### src/core/dfs_pkg.sv
package dfs_pkg;

  // command word layout: bit 00 is the most significant bit of a 32-bit word
  localparam int CMD_W = 32;
  localparam int RF_AW = 4;
  localparam int RF_DW = 16;
  localparam int INFO_W = 10;
  localparam int UNIT_W = 6;

  // tag-bit positions, counted from the msb as the command format numbers them
  localparam int BIT_USEL_EN = 8;
  localparam int BIT_USEL_DIS = 9;
  localparam int BIT_LD_DIFF = 10;
  localparam int BIT_LD_CYL = 11;
  localparam int BIT_LD_SEC = 12;
  localparam int BIT_LD_HEAD = 13;
  localparam int BIT_CSEL = 14;
  localparam int BIT_DIS_RSV = 24;
  localparam int BIT_FROM_RF = 25;
  localparam int OPND_LO = 15;
  localparam int OPND_HI = 23;
  localparam int RFA_LO = 28;
  localparam int RF_INFO_LO = 7;
  localparam int RF_INFO_LO_DD = 6;

  localparam logic [7:0] FUNC_CODE_DISK = 8'hc0;
  localparam logic [INFO_W-1:0] INFO_RST = 10'h000;
  localparam logic [UNIT_W-1:0] UNIT_RST = 6'h00;

  // address tags toward the drive
  typedef struct packed {
    logic diff;
    logic cyl;
    logic sec;
    logic head;
  } dfs_tags_t;

  typedef struct packed {
    dfs_tags_t tags;
    logic control_select_line;
    logic control_info_gate;
    logic addr_gate;
    logic [INFO_W-1:0] info;
    logic unit_select_out;
    logic unit_receiver_enable;
    logic [UNIT_W-1:0] unit_sel;
    logic release_strobe;
    logic fault_clear_strobe;
    logic disable_reserve_signal;
  } dfs_drive_t;

  typedef enum logic [2:0] {
    ST_IDLE,
    ST_STEP1,
    ST_STEP2,
    ST_PULSE,
    ST_DROP,
    ST_FINAL
  } dfs_state_t;

  // msb-numbered bit fetch
  function automatic logic cbit(input logic [CMD_W-1:0] w, input int n);
    return w[CMD_W-1-n];
  endfunction : cbit

endpackage : dfs_pkg

### src/core/dfs_avmm_slave.sv
`timescale 1ns/1ps
// small avalon-mm slave: one control word, one status word, answers after one wait cycle
module dfs_avmm_slave (
  // clock and reset
  input wire logic clk_sys_i,
  input wire logic rstn_i,
  // avalon-mm
  input wire logic [3:0] avs_address,
  input wire logic avs_read,
  input wire logic avs_write,
  input wire logic [31:0] avs_writedata,
  output logic [31:0] avs_readdata,
  output logic avs_waitrequest,
  // block side
  input wire logic [31:0] status_i,
  output logic double_density_o
);
  localparam logic [3:0] OFS_CTRL = 4'h0;
  localparam logic [3:0] OFS_STAT = 4'h4;
  logic served;
  logic next_served;
  logic [31:0] next_rdata;
  logic next_dd;

  always_comb begin
    next_served = (avs_read | avs_write) & ~served;
    next_rdata = avs_readdata;
    next_dd = double_density_o;
    if (avs_read & ~served) begin
      if (avs_address == OFS_CTRL) begin
        next_rdata = {31'h0, double_density_o};
      end else if (avs_address == OFS_STAT) begin
        next_rdata = status_i;
      end else begin
        next_rdata = 32'h0;
      end
    end
    if (avs_write & ~served & (avs_address == OFS_CTRL)) begin
      next_dd = avs_writedata[0];
    end
  end

  always_ff @(posedge clk_sys_i or negedge rstn_i) begin
    if (!rstn_i) begin
      served <= 1'b0;
      avs_readdata <= 32'h0;
      double_density_o <= 1'b0;
      avs_waitrequest <= 1'b1;
    end else begin
      served <= next_served;
      avs_readdata <= next_rdata;
      double_density_o <= next_dd;
      // registered, so idle shows high; a request still completes one cycle after it arrives
      avs_waitrequest <= ~next_served;
    end
  end
endmodule : dfs_avmm_slave

### src/core/dfs_phase_sync.sv
`timescale 1ns/1ps
// two-flop synchroniser and rising-edge detector for the phase-one pulse
module dfs_phase_sync (
  // clock and reset
  input wire logic clk_sys_i,
  input wire logic rstn_i,
  // pulse in and out
  input wire logic pulse_i,
  output logic rise_o
);
  logic s1;
  logic s2;
  logic s3;
  logic next_rise;

  always_comb begin
    next_rise = s2 & ~s3;
  end

  always_ff @(posedge clk_sys_i or negedge rstn_i) begin
    if (!rstn_i) begin
      s1 <= 1'b0;
      s2 <= 1'b0;
      s3 <= 1'b0;
      rise_o <= 1'b0;
    end else begin
      s1 <= pulse_i;
      s2 <= s1;
      s3 <= s2;
      rise_o <= next_rise;
    end
  end
endmodule : dfs_phase_sync

### src/core/dfs_sequencer.sv
// Implementation choices: the Avalon-MM register port and the placing of the registers.
`timescale 1ns/1ps
// Notes on behaviour
// - on read strobe, latch command word and raise function and counter-load decodes
// - command bits 08..14 select how the information is used at the drive
// - information comes from operand 15..23 or register file 07..15 (06..15 double density)
// - tag bits: 8 usel on, 9 usel off, 10..13 address loads, 14 control select
// - execute strobe loads register-file address counter from bits 28..31
// - execute strobe sets active flag and starts timing chain
// - source flag captures bit 25: set picks register file, clear picks operand
// - disable-reserve flag captures bit 24 on execute strobe
// - first phase-one step loads address/control register and clocks enable flags; code only loads the information here
// - next step with bit 14: raise control-select line and gate control info
// - next step without bit 14: raise chosen address tag and drive address
// - bit 8 loads unit-select register with operand bits 0,1,2,4,5 and inverted 3
// - following step drops tags and sets drive-pulse flag
// - drive pulse with disable-reserve flag sends disable-reserve signal
// - bit 8: release/fault-clear strobes in pulse, gated by unit-select bits 4/5
// - same step: unit-select enable sets on bit 8, clears on bit 9
// - next step clears function enable and removes address from drive; code only drops the address gate here
// - final step clears active and drive-pulse flags
// - final step raises command done
// - control-select line stays until a disable-control-select command
module dfs_sequencer (
  // clock and reset
  input wire logic clk_sys_i,
  input wire logic rstn_i,
  // command fetch side
  input wire logic command_read_strobe_i,
  input wire logic [dfs_pkg::CMD_W-1:0] cmd_word_i,
  input wire logic execute_enable_strobe_i,
  input wire logic disable_control_select_i,
  output logic function_command_decode_o,
  output logic disk_function_decode_o,
  output logic regfile_counter_load_decode_o,
  output logic [dfs_pkg::RF_AW-1:0] rf_addr_o,
  input wire logic [dfs_pkg::RF_DW-1:0] rf_data_i,
  output logic command_done_o,
  output logic busy_o,
  // timing pulse from the clock generator, asynchronous
  input wire logic internal_phase_one_i,
  // drive interface
  output dfs_pkg::dfs_drive_t drive_o,
  // register bus
  input wire logic [3:0] avs_address,
  input wire logic avs_read,
  input wire logic avs_write,
  input wire logic [31:0] avs_writedata,
  output logic [31:0] avs_readdata,
  output logic avs_waitrequest
);
  import dfs_pkg::*;

  logic ph1;
  logic dd;
  dfs_state_t state;
  dfs_state_t next_state;
  logic [CMD_W-1:0] cmd;
  logic [CMD_W-1:0] next_cmd;
  logic [RF_AW-1:0] rfa;
  logic [RF_AW-1:0] next_rfa;
  logic active;
  logic next_active;
  logic from_rf;
  logic next_from_rf;
  logic dis_rsv;
  logic next_dis_rsv;
  logic pulse;
  logic next_pulse;
  logic done;
  logic next_done;
  logic fn_dec;
  logic next_fn_dec;
  logic disk_dec;
  logic next_disk_dec;
  dfs_drive_t drv;
  dfs_drive_t next_drv;
  logic [INFO_W-1:0] src_info;

  dfs_phase_sync u_sync (
    .clk_sys_i(clk_sys_i),
    .rstn_i(rstn_i),
    .pulse_i(internal_phase_one_i),
    .rise_o(ph1)
  );

  dfs_avmm_slave u_regs (
    .clk_sys_i(clk_sys_i),
    .rstn_i(rstn_i),
    .avs_address(avs_address),
    .avs_read(avs_read),
    .avs_write(avs_write),
    .avs_writedata(avs_writedata),
    .avs_readdata(avs_readdata),
    .avs_waitrequest(avs_waitrequest),
    .status_i({22'h0, drv.unit_sel, from_rf, dis_rsv, pulse, active}),
    .double_density_o(dd)
  );

  // information source: msb-numbered bits mean rf bit 15 is lsb
  always_comb begin
    if (from_rf) begin
      if (dd) begin
        src_info = rf_data_i[INFO_W-1:0];
      end else begin
        src_info = {1'b0, rf_data_i[INFO_W-2:0]};
      end
    end else begin
      src_info = {1'b0, cmd[CMD_W-1-OPND_HI +: INFO_W-1]};
    end
  end

  always_comb begin
    next_state = state;
    next_cmd = cmd;
    next_rfa = rfa;
    next_active = active;
    next_from_rf = from_rf;
    next_dis_rsv = dis_rsv;
    next_pulse = pulse;
    next_done = 1'b0;
    next_fn_dec = fn_dec;
    next_disk_dec = disk_dec;
    next_drv = drv;
    if (command_read_strobe_i) begin
      next_cmd = cmd_word_i;
      next_fn_dec = 1'b1;
      next_disk_dec = (cmd_word_i[CMD_W-1 -: 8] == FUNC_CODE_DISK);
    end
    if (execute_enable_strobe_i && disk_dec && state == ST_IDLE) begin
      next_rfa = cmd[RF_AW-1:0];
      next_active = 1'b1;
      next_from_rf = cbit(cmd, BIT_FROM_RF);
      next_dis_rsv = cbit(cmd, BIT_DIS_RSV);
      next_fn_dec = 1'b0;
      next_disk_dec = 1'b0;
      next_state = ST_STEP1;
    end
    if (disable_control_select_i) begin
      next_drv.control_select_line = 1'b0;
      next_drv.control_info_gate = 1'b0;
    end
    if (ph1) begin
      case (state)
        ST_STEP1: begin
          next_drv.info = src_info;
          next_state = ST_STEP2;
        end
        ST_STEP2: begin
          if (cbit(cmd, BIT_CSEL)) begin
            next_drv.control_select_line = 1'b1;
            next_drv.control_info_gate = 1'b1;
          end else begin
            next_drv.tags.diff = cbit(cmd, BIT_LD_DIFF);
            next_drv.tags.cyl = cbit(cmd, BIT_LD_CYL);
            next_drv.tags.sec = cbit(cmd, BIT_LD_SEC);
            next_drv.tags.head = cbit(cmd, BIT_LD_HEAD);
            next_drv.addr_gate = 1'b1;
          end
          if (cbit(cmd, BIT_USEL_EN)) begin
            // operand bits 0..5 sit at word bits 16..11; operand bit 3 goes in inverted
            next_drv.unit_sel = cmd[CMD_W-1-OPND_LO -: UNIT_W] ^ 6'h04;
          end
          next_state = ST_PULSE;
        end
        ST_PULSE: begin
          next_drv.tags = '0;
          next_pulse = 1'b1;
          next_drv.disable_reserve_signal = dis_rsv;
          if (cbit(cmd, BIT_USEL_EN)) begin
            next_drv.release_strobe = drv.unit_sel[1];
            next_drv.fault_clear_strobe = drv.unit_sel[0];
            next_drv.unit_select_out = 1'b1;
            next_drv.unit_receiver_enable = 1'b1;
          end else if (cbit(cmd, BIT_USEL_DIS)) begin
            next_drv.unit_select_out = 1'b0;
            next_drv.unit_receiver_enable = 1'b0;
          end
          next_state = ST_DROP;
        end
        ST_DROP: begin
          next_drv.addr_gate = 1'b0;
          next_state = ST_FINAL;
        end
        ST_FINAL: begin
          next_active = 1'b0;
          next_pulse = 1'b0;
          next_drv.release_strobe = 1'b0;
          next_drv.fault_clear_strobe = 1'b0;
          next_drv.disable_reserve_signal = 1'b0;
          next_done = 1'b1;
          next_state = ST_IDLE;
        end
        default: begin
          next_state = state;
        end
      endcase
    end
  end

  always_ff @(posedge clk_sys_i or negedge rstn_i) begin
    if (!rstn_i) begin
      state <= ST_IDLE;
      cmd <= '0;
      rfa <= '0;
      active <= 1'b0;
      from_rf <= 1'b0;
      dis_rsv <= 1'b0;
      pulse <= 1'b0;
      done <= 1'b0;
      fn_dec <= 1'b0;
      disk_dec <= 1'b0;
      drv <= '0;
    end else begin
      state <= next_state;
      cmd <= next_cmd;
      rfa <= next_rfa;
      active <= next_active;
      from_rf <= next_from_rf;
      dis_rsv <= next_dis_rsv;
      pulse <= next_pulse;
      done <= next_done;
      fn_dec <= next_fn_dec;
      disk_dec <= next_disk_dec;
      drv <= next_drv;
    end
  end

  assign drive_o = drv;
  assign rf_addr_o = rfa;
  assign command_done_o = done;
  assign busy_o = active;
  assign function_command_decode_o = fn_dec;
  assign disk_function_decode_o = disk_dec;
  assign regfile_counter_load_decode_o = disk_dec;

  // tracks phase-one pulses seen since start, for checking the chain
  logic [2:0] ph_cnt;
  always_ff @(posedge clk_sys_i or negedge rstn_i) begin
    if (!rstn_i) begin
      ph_cnt <= 3'h0;
    end else if (state == ST_IDLE) begin
      ph_cnt <= 3'h0;
    end else if (ph1) begin
      ph_cnt <= ph_cnt + 3'h1;
    end
  end

  property p_start;
    @(posedge clk_sys_i) disable iff (!rstn_i)
      (execute_enable_strobe_i && disk_dec && state == ST_IDLE) |=> (active && state == ST_STEP1);
  endproperty
  a_start: assert property (p_start) else $error("chain did not start");

  property p_rfa;
    @(posedge clk_sys_i) disable iff (!rstn_i)
      (execute_enable_strobe_i && disk_dec && state == ST_IDLE) |=> (rfa == $past(cmd[RF_AW-1:0]));
  endproperty
  a_rfa: assert property (p_rfa) else $error("rf counter not loaded");

  property p_rsv;
    @(posedge clk_sys_i) disable iff (!rstn_i)
      (execute_enable_strobe_i && disk_dec && state == ST_IDLE) |=> (dis_rsv == $past(cmd[CMD_W-1-BIT_DIS_RSV]));
  endproperty
  a_rsv: assert property (p_rsv) else $error("reserve flag wrong");

  property p_csel;
    @(posedge clk_sys_i) disable iff (!rstn_i)
      (ph1 && state == ST_STEP2 && cbit(cmd, BIT_CSEL)) |=> drv.control_select_line && drv.control_info_gate;
  endproperty
  a_csel: assert property (p_csel) else $error("control select not raised");

  property p_tags_drop;
    @(posedge clk_sys_i) disable iff (!rstn_i)
      (ph1 && state == ST_PULSE) |=> (drv.tags == '0) && pulse;
  endproperty
  a_tags_drop: assert property (p_tags_drop) else $error("tags not dropped");

  property p_disable_reserve_signal;
    @(posedge clk_sys_i) disable iff (!rstn_i)
      drv.disable_reserve_signal |-> (pulse && dis_rsv);
  endproperty
  a_disable_reserve_signal: assert property (p_disable_reserve_signal) else $error("disable reserve outside pulse");

  property p_final;
    @(posedge clk_sys_i) disable iff (!rstn_i)
      (ph1 && state == ST_FINAL) |=> done && !active && !pulse ##1 !done;
  endproperty
  a_final: assert property (p_final) else $error("final step wrong");

  property p_steps;
    @(posedge clk_sys_i) disable iff (!rstn_i)
      (state != ST_IDLE) |-> (ph_cnt == 3'(state) - 3'h1);
  endproperty
  a_steps: assert property (p_steps) else $error("chain skipped a step");

  property p_csel_hold;
    @(posedge clk_sys_i) disable iff (!rstn_i)
      (drv.control_select_line && !disable_control_select_i) |=> drv.control_select_line;
  endproperty
  a_csel_hold: assert property (p_csel_hold) else $error("control select dropped");

  property p_decode;
    @(posedge clk_sys_i) disable iff (!rstn_i)
      (command_read_strobe_i && !execute_enable_strobe_i) |=> function_command_decode_o &&
        (disk_function_decode_o == ($past(cmd_word_i[CMD_W-1 -: 8]) == FUNC_CODE_DISK));
  endproperty
  a_decode: assert property (p_decode) else $error("command decodes wrong");

  property p_src;
    @(posedge clk_sys_i) disable iff (!rstn_i)
      (ph1 && state == ST_STEP1) |=> (drv.info == $past(src_info));
  endproperty
  a_src: assert property (p_src) else $error("information not loaded");

  property p_tags;
    @(posedge clk_sys_i) disable iff (!rstn_i)
      (ph1 && state == ST_STEP2 && !cbit(cmd, BIT_CSEL)) |=>
        drv.addr_gate && (drv.tags == $past(cmd[CMD_W-1-BIT_LD_DIFF -: 4]));
  endproperty
  a_tags: assert property (p_tags) else $error("address tags wrong");

  property p_usel;
    @(posedge clk_sys_i) disable iff (!rstn_i)
      (ph1 && state == ST_STEP2 && cbit(cmd, BIT_USEL_EN)) |=>
        (drv.unit_sel[5:3] == $past(cmd[CMD_W-1-OPND_LO -: 3])) &&
        (drv.unit_sel[2] == !$past(cmd[CMD_W-4-OPND_LO])) && (drv.unit_sel[1:0] == $past(cmd[CMD_W-5-OPND_LO -: 2]));
  endproperty
  a_usel: assert property (p_usel) else $error("unit select register wrong");

  property p_rel;
    @(posedge clk_sys_i) disable iff (!rstn_i)
      drv.release_strobe |-> (pulse && drv.unit_sel[1]);
  endproperty
  a_rel: assert property (p_rel) else $error("release strobe outside pulse");

  property p_fclr;
    @(posedge clk_sys_i) disable iff (!rstn_i)
      drv.fault_clear_strobe |-> (pulse && drv.unit_sel[0]);
  endproperty
  a_fclr: assert property (p_fclr) else $error("fault clear strobe outside pulse");

  property p_usel_en;
    @(posedge clk_sys_i) disable iff (!rstn_i)
      (ph1 && state == ST_PULSE && cbit(cmd, BIT_USEL_EN)) |=> drv.unit_select_out && drv.unit_receiver_enable;
  endproperty
  a_usel_en: assert property (p_usel_en) else $error("unit select not enabled");

  property p_addr_drop;
    @(posedge clk_sys_i) disable iff (!rstn_i)
      (ph1 && state == ST_DROP) |=> !drv.addr_gate;
  endproperty
  a_addr_drop: assert property (p_addr_drop) else $error("address not removed");

  c_done: cover property (@(posedge clk_sys_i) disable iff (!rstn_i) done);
  c_csel: cover property (@(posedge clk_sys_i) disable iff (!rstn_i) $rose(drv.control_select_line));
  c_rel: cover property (@(posedge clk_sys_i) disable iff (!rstn_i) drv.release_strobe);
  c_rf: cover property (@(posedge clk_sys_i) disable iff (!rstn_i) ph1 && state == ST_STEP1 && from_rf);
  c_dd: cover property (@(posedge clk_sys_i) disable iff (!rstn_i) ph1 && state == ST_STEP1 && from_rf && dd);
endmodule : dfs_sequencer

### config.mk
export PLATFORM = sky130hd
export DESIGN_NAME = dfs_sequencer
export DESIGN_NICKNAME = d
export VERILOG_FILES = /design/src/core/dfs_pkg.sv /design/src/core/dfs_avmm_slave.sv /design/src/core/dfs_phase_sync.sv /design/src/core/dfs_sequencer.sv
export SDC_FILE = /design/constraint.sdc
export NUM_CORES = 1
export LEC_CHECK = 0
export BUFFER_PORTS_ARGS = -buffer_cell sky130_fd_sc_hd__buf_2
export CAP_MARGIN = 20
export CORE_ASPECT_RATIO = 2
export CORE_MARGIN = 1
export CORE_UTILIZATION = 39
export DETAILED_ROUTE_END_ITERATION = 10
export PLACE_DENSITY = 0.69
export SLEW_MARGIN = 20
export SYNTH_ARGS = -nofsm -noshare
export SYNTH_HDL_FRONTEND = slang
export SYNTH_SLANG_ARGS = --single-unit
### constraint.sdc
create_clock -name clk_sys_i -period 4.4 [get_ports clk_sys_i]
set_clock_uncertainty 0.15 [all_clocks]
set_input_delay 0.66 -clock clk_sys_i [delete_from_list [all_inputs] [get_ports clk_sys_i]]
set_output_delay 0.66 -clock clk_sys_i [all_outputs]
set_load 0.005 [all_outputs]
; ---- Word-level counts from Yosys, hierarchy flattened
; Cells that the tools add are included.
[word_totals]
register_bits = 105
inputBits = 92
output_inout_bits = 70
word_cells = 103
[classes]
eq_ne = 10
muxes = 33
bitwise_logic = 10
reduce_logical = 18
[ops]
columns = operator, count
row1 = $mux W10, 4
row2 = $mux W32, 1
row3 = $mux W24, 1
row4 = $pmux W3 S5, 1
row5 = $reduce_and A3 Y1, 5
row6 = $mux W2, 7
row7 = $mux W6, 2
row8 = $reduce_bool A2 Y1, 6
row9 = $mux W1, 10
row10 = $eq A8 B8 Y1 const B, 1
row11 = $pmux W4 S2, 1
row12 = $eq A3 B2 Y1 const B, 2
row13 = $eq A3 B3 Y1 const B, 2
row14 = $mux W3, 2
row15 = $ne A6 B6 Y1 const B, 1
row16 = $pmux W3 S2, 1
row17 = $reduce_and A2 Y1, 3
row18 = $and A1 B1 Y1, 5
row19 = $eq A4 B3 Y1 const B, 1
row20 = $logic_not A4 Y1, 1
row21 = $mux W4, 1
row22 = $ne A2 B2 Y1 const B, 2
row23 = $not A1 Y1, 4
row24 = $pmux W1 S2, 2
row25 = other kinds (4), 5

; ---- Depth between registers and ports, before layout
[logic_depth]
ltp_word = 5
mapped_depth = 5
ltp_nobuf = 3

; ---- Cells and area by module
; A second synthesis with hierarchy kept.
[hier_totals]
cells_unflattened = 305
hier_area_um2 = 4070.2
[modules_own_cells]
columns = module, n_inst, cells_each, area_per_inst_um2, seq_area_each_um2
row1 = dfs_sequencer, 1, 213, 2663.8, 1576.5
row2 = dfs_avmm_slave, 1, 87, 1292.5, 877.1
row3 = dfs_phase_sync, 1, 5, 113.9, 100.1

; ---- Least setup slack after synthesis
; No wires, ideal clock.
[synth_path]
kind = input to register
startpoint = in command_read_strobe_i
endpoint = reg cmd[0]
setup_time_ns = 0.125
arrival_time_ns = 1.468
t_required_ns = 4.125
path_slack_ns = 2.658
cell_stages = 3
path_buffers = 2
cell_sequence = clkbuf_1 > buf_2 > mux2_2
[synth_lines]
columns = element, line_no
row1 = start: declaration, dfs_sequencer.sv:29  ; input wire logic command_read_strobe_i,
row2 = end signal: assignment, dfs_sequencer.sv:216  ; cmd <= next_cmd;
row3 = end: declaration, dfs_sequencer.sv:58  ; logic [CMD_W-1:0] cmd;
; No word-level cell between the ends.

; ---- Worst setup path after layout
[layout_path]
startpoint = reg state[2]
endpoint = reg rfa[3] (netlist: rf_addr_o[3])
[layout_between]
elab_chain_len = 2
[layout_lines]
columns = element, line_no
row1 = start: declaration, dfs_sequencer.sv:56  ; dfs_state_t state;
row2 = start signal: assignment, dfs_sequencer.sv:215  ; state <= next_state;
row3 = $logic_not A3 Y1, -
row4 = $logic_and A1 B1 Y1, dfs_sequencer.sv:130  ; if (execute_enable_strobe_i && disk_dec && state == ST_IDLE) begin
row5 = end signal: assignment, dfs_sequencer.sv:217  ; rfa <= next_rfa;
row6 = end: declaration, dfs_sequencer.sv:60  ; logic [RF_AW-1:0] rfa;
; No other way between the ends.
; A chain may end at the register's enable or synchronous reset.

==> results.txt <==
----------------------------------------------------
[Status]
  Result of the run ... complete, no violations

[Clock network]
  CTS resizes ... 0
  CTS clk-pin slew, worst paths ... 0.06 ns
  Clock root buffer master ... sky130_fd_sc_hd__clkbuf_16
  Number of buffers between clock root and the deepest sink ... 2
  Number of buffers created by CTS ... 9
  H-tree depth ... 3
  Clock tree from TritonCTS ... built
  Cts-stage hold buffer count ... 0
  Sink count of the clock tree ... 80
  Post-CTS setup buffers ... 0
  Worst skew pair latency ... 0.33 ns

[Global routing]
  Number of global-route vias before repair ... 2249
  Largest net degree at the start of global routing ... 81
  Initial antenna violation count ... 0
  Overall routing resource usage ... 17.0%
  Total overflow reported by the global router ... 0
  Wire length of the first global-routing pass ... 11100 um

[Power and ir drop]
  Power spent charging and discharging nets ... 711 uW
  Share of power burned in registers ... between 40% and 50%
  Power density relative to cell area ... between 500 and 600 nW/um2
  Combinational share of power ... 23.2%
  Static leakage ... 2.08 nW
  Fraction of power spent switching nets ... 29.2%
  Proportion of power drawn by the clock network ... 30.5%
  Int Power ... 1.72 mW
  Worst VDD drop ... between 0.3 and 0.4 mV
  Final Total Pwr ... 2.43 mW

[Yosys]
  Dominant register cell in the synthesized netlist ... sky130_fd_sc_hd__dfrtp_1
  Synth Area in Compound Gates ... 7.42%
  Post-synth cell types ... 40
  Post-synthesis share of cell area spent on xor and xnor gates ... 0.509%
  Synth top area cells ... sky130_fd_sc_hd__dfrtp_1 (57%), sky130_fd_sc_hd__mux2_2 (11%), sky130_fd_sc_hd__buf_4 (5.5%)
  Post-synthesis adder-cell area fraction ... 0%
  Dominant combinational cell family by area after synthesis ... multiplexers
  Mean instance size in the synthesized netlist ... 12.6 um2
  Count of mapped cells out of synthesis ... 274
  Area share of the leading cell type in the synthesized netlist ... 57.5%
  Mux contribution to synthesized area ... 16.1%
  Number of warnings printed during yosys synthesis ... 0
  Post-synthesis sequential area ratio ... 58.2%
  Number of enable-type register cells in the synthesized netlist ... 0
  Simple-gate share of the synthesized area ... 9.20%
  Largest area contributor in the netlist ... sky130_fd_sc_hd__dfrtp_1
  Flops & latches, synth ... 80
  Async set-or-reset flop fraction in the synthesized netlist ... 100%
  Total standard cell area after synthesis ... 3440 um2

[Drt]
  Average detailed-routed wire length per instance ... 15.3 um
  Residual DRC count ... 0
  Iteration-0 DRC count of the detailed router ... 99
  Total detailed-routing wirelength ... just over 7000 um
  Number of routed nets with antenna violations ... 0
  DRT Pass-1 Iters ... 4
  Via count ... between 2000 and 2500
  Via density ... 4.90

[Cells and area]
  Multi-input combinational cell area ... ~1200 um2
  Storage cell area ... 2000 um2
  Fillers ... 800
  Share of post-route cells with drive strength above 1 ... a little over two fifths
  Total Nets Final ... 461
  Area added between synthesis and finish ... 22.1%
  Ant diodes ... 0

[Die]
  Effective utilization at floorplan ... 40.0%
  Floorplan die area ... approximately 9200 um2
  Height of the chip ... 135 um
  Core Region ... about 8600 um2
  Number of top-level design ports ... 162
  Die X-Extent ... between 60 and 70 um
  Rows ... 48

[Timing]
  Final critical delay including setup and external delays ... 1.89 ns
  Final Cycle Share ... 42.8%
  WHS ... roughly 0.18 ns
  Fin. max-slew vios ... 0
  Transition time at the pin with the least slew margin ... 0.742 ns
  Final setup fails ... 0
  Setup tns final ... 0 ns
  Unrepaired setup endpoints after global routing ... false
  Timing-limited maximum frequency ... approximately 0.53 GHz
  Hold Violations, Final ... 0
  Worst slew margin relative to its limit ... 50.5%

[Place]
  Dpl hpwl ... 5260 um
  Total of buffers placed on input and output ports ... 100
  Routability-driven placement congestion ratio ... about 0.76

[Setup path]
  Startpoint kind of the worst setup timing path ... flop
  Req. time, crit path ... 4.47 ns
  Type of element capturing the critical path ... flop
  Crit path arrival time ... 1.96 ns
  Startpoint-to-endpoint class of the critical path ... flop to flop
  Maximum fanout encountered on the critical timing path ... 16

[Job]
  Reported max-cap violation count ... 0

[Worst hold path]
  Path category of the worst min-delay check ... input pin to asynchronous set/reset pin

----------------------------------------------------
area by class of cell:
cell class	count	share of cell area [%]
Timing Repair Buffer	100	12.1
Inverter	10	0.894
Clock buffer	13	6.20
Clock inverter	3	0.954
Tap cell	100	2.98
Multi-Input combinational cell	168	29.2
Sequential cell	80	47.7
state kept, by name (all words and copies together), names as in the netlist, 3 cells and up:
signal,cells
rf_addr_o,4
drive_o,27
u_regs.avs_readdata,10
state,3
cmd,22
kinds of logic (layout without fill, tap and decap cells):
kind of cell           count (synthesis)  after routing
flip-flops                            80             80
AO/OA/AOI/OAI                         39             39
AND/OR/NAND/NOR                       56             56
other                                  1             22
multiplexers                          49             49
XOR/XNOR                               2              2
buffers and inverters                 47            126
final timing paths:
check,start,endpoint,slack [ns],cells after the start
worst max register to register,state[2],rf_addr_o[3],2.51,3
min in group clk_sys_i,u_sync.s1,u_sync.s2,0.20,0
worst min-delay path,rstn_i,cmd[8],0.18,1
max in group asynchronous,rstn_i,drive_o[13],3.37,1
worst max-delay path,state[2],rf_addr_o[3],2.51,3
worst min register to register,u_sync.s1,u_sync.s2,0.20,0
power groups by stage:
| stage | Sequential [mW] | Clock [mW] | Combinational, mW |
|---|---|---|---|
| after floorplan | 1.07 | 0 | 0.398 |
| after global placement | 1.13 | 0 | 0.556 |
| after detailed placement | 1.14 | 0 | 0.576 |
| after CTS | 1.13 | 0.768 | 0.578 |
| after global routing | 1.16 | 0.801 | 0.635 |
| final | 1.12 | 0.743 | 0.565 |
critical path, stage by stage (launching register included):
cell                       delay [ns]
sky130_fd_sc_hd__dfrtp_1         0.58
sky130_fd_sc_hd__nor2_4          0.23
sky130_fd_sc_hd__nand4b_1        0.40
sky130_fd_sc_hd__mux2_2          0.41
metrics by stage:
| stage | instances | util, % | setup WS [ns] | cell area, um2 |
|---|---|---|---|---|
| 3_5_place_dp | 458 | 45.4 | 2.44 | 3890 |
| 5_1_grt | 474 | 48.9 | 2.42 | 4200 |
| 4_1_cts | 474 | 48.8 | 2.46 | 4200 |
| 3_3_place_gp | 458 | 45.4 | 2.47 | 3890 |
| 2_1_floorplan | 295 | - | 2.66 | 3520 |
| 6_report | 474 | 48.9 | 2.51 | 4200 |
metal layers:
metal,GRT usage [%],vias up,routed length (um)
met2,29.2,79,4100
li1,-,1092,-
met5,0,-,0
met3,4.98,17,313
met4,8.91,0,216
met1,18.0,1135,2630
cells in the mapped netlist (2+ instances only):
cell type	instances
sky130_fd_sc_hd__dfrtp_1	79
sky130_fd_sc_hd__mux2_2	35
sky130_fd_sc_hd__buf_4	25
sky130_fd_sc_hd__nor2_1	19
sky130_fd_sc_hd__a21oi_1	14
sky130_fd_sc_hd__a22o_1	10
sky130_fd_sc_hd__inv_1	10
sky130_fd_sc_hd__mux2i_1	10
sky130_fd_sc_hd__buf_2	9
sky130_fd_sc_hd__nand2_1	9
sky130_fd_sc_hd__o21ai_0	8
sky130_fd_sc_hd__nor2b_1	5
sky130_fd_sc_hd__mux2_4	4
sky130_fd_sc_hd__and4b_1	3
sky130_fd_sc_hd__nand2b_1	3
sky130_fd_sc_hd__nand3_1	3
sky130_fd_sc_hd__nand4_1	3
sky130_fd_sc_hd__clkbuf_1	2
sky130_fd_sc_hd__o221ai_1	2
placed cells by master (no fill, tap or decap), types with 2 or more instances in the layout:
cell                        synthesis  final
sky130_fd_sc_hd__a21oi_1           14     14
sky130_fd_sc_hd__a22o_1            10     10
sky130_fd_sc_hd__and4b_1            3      3
sky130_fd_sc_hd__buf_2              9     99
sky130_fd_sc_hd__clkbuf_1           2      2
sky130_fd_sc_hd__clkbuf_16          0      9
sky130_fd_sc_hd__clkbuf_8           0      2
sky130_fd_sc_hd__clkinv_2           0      2
sky130_fd_sc_hd__conb_1             1     22
sky130_fd_sc_hd__dfrtp_1           79     79
sky130_fd_sc_hd__inv_1             10     10
sky130_fd_sc_hd__mux2_2            35     35
sky130_fd_sc_hd__mux2_4             4      4
sky130_fd_sc_hd__mux2i_1           10     10
sky130_fd_sc_hd__nand2_1            9      9
sky130_fd_sc_hd__nand2b_1           3      3
sky130_fd_sc_hd__nand3_1            3      3
sky130_fd_sc_hd__nand4_1            3      3
sky130_fd_sc_hd__nor2_1            19     19
sky130_fd_sc_hd__nor2b_1            5      5
sky130_fd_sc_hd__o21ai_0            8      8
sky130_fd_sc_hd__o221ai_1           2      2
(Power assumes the default switching activity.)
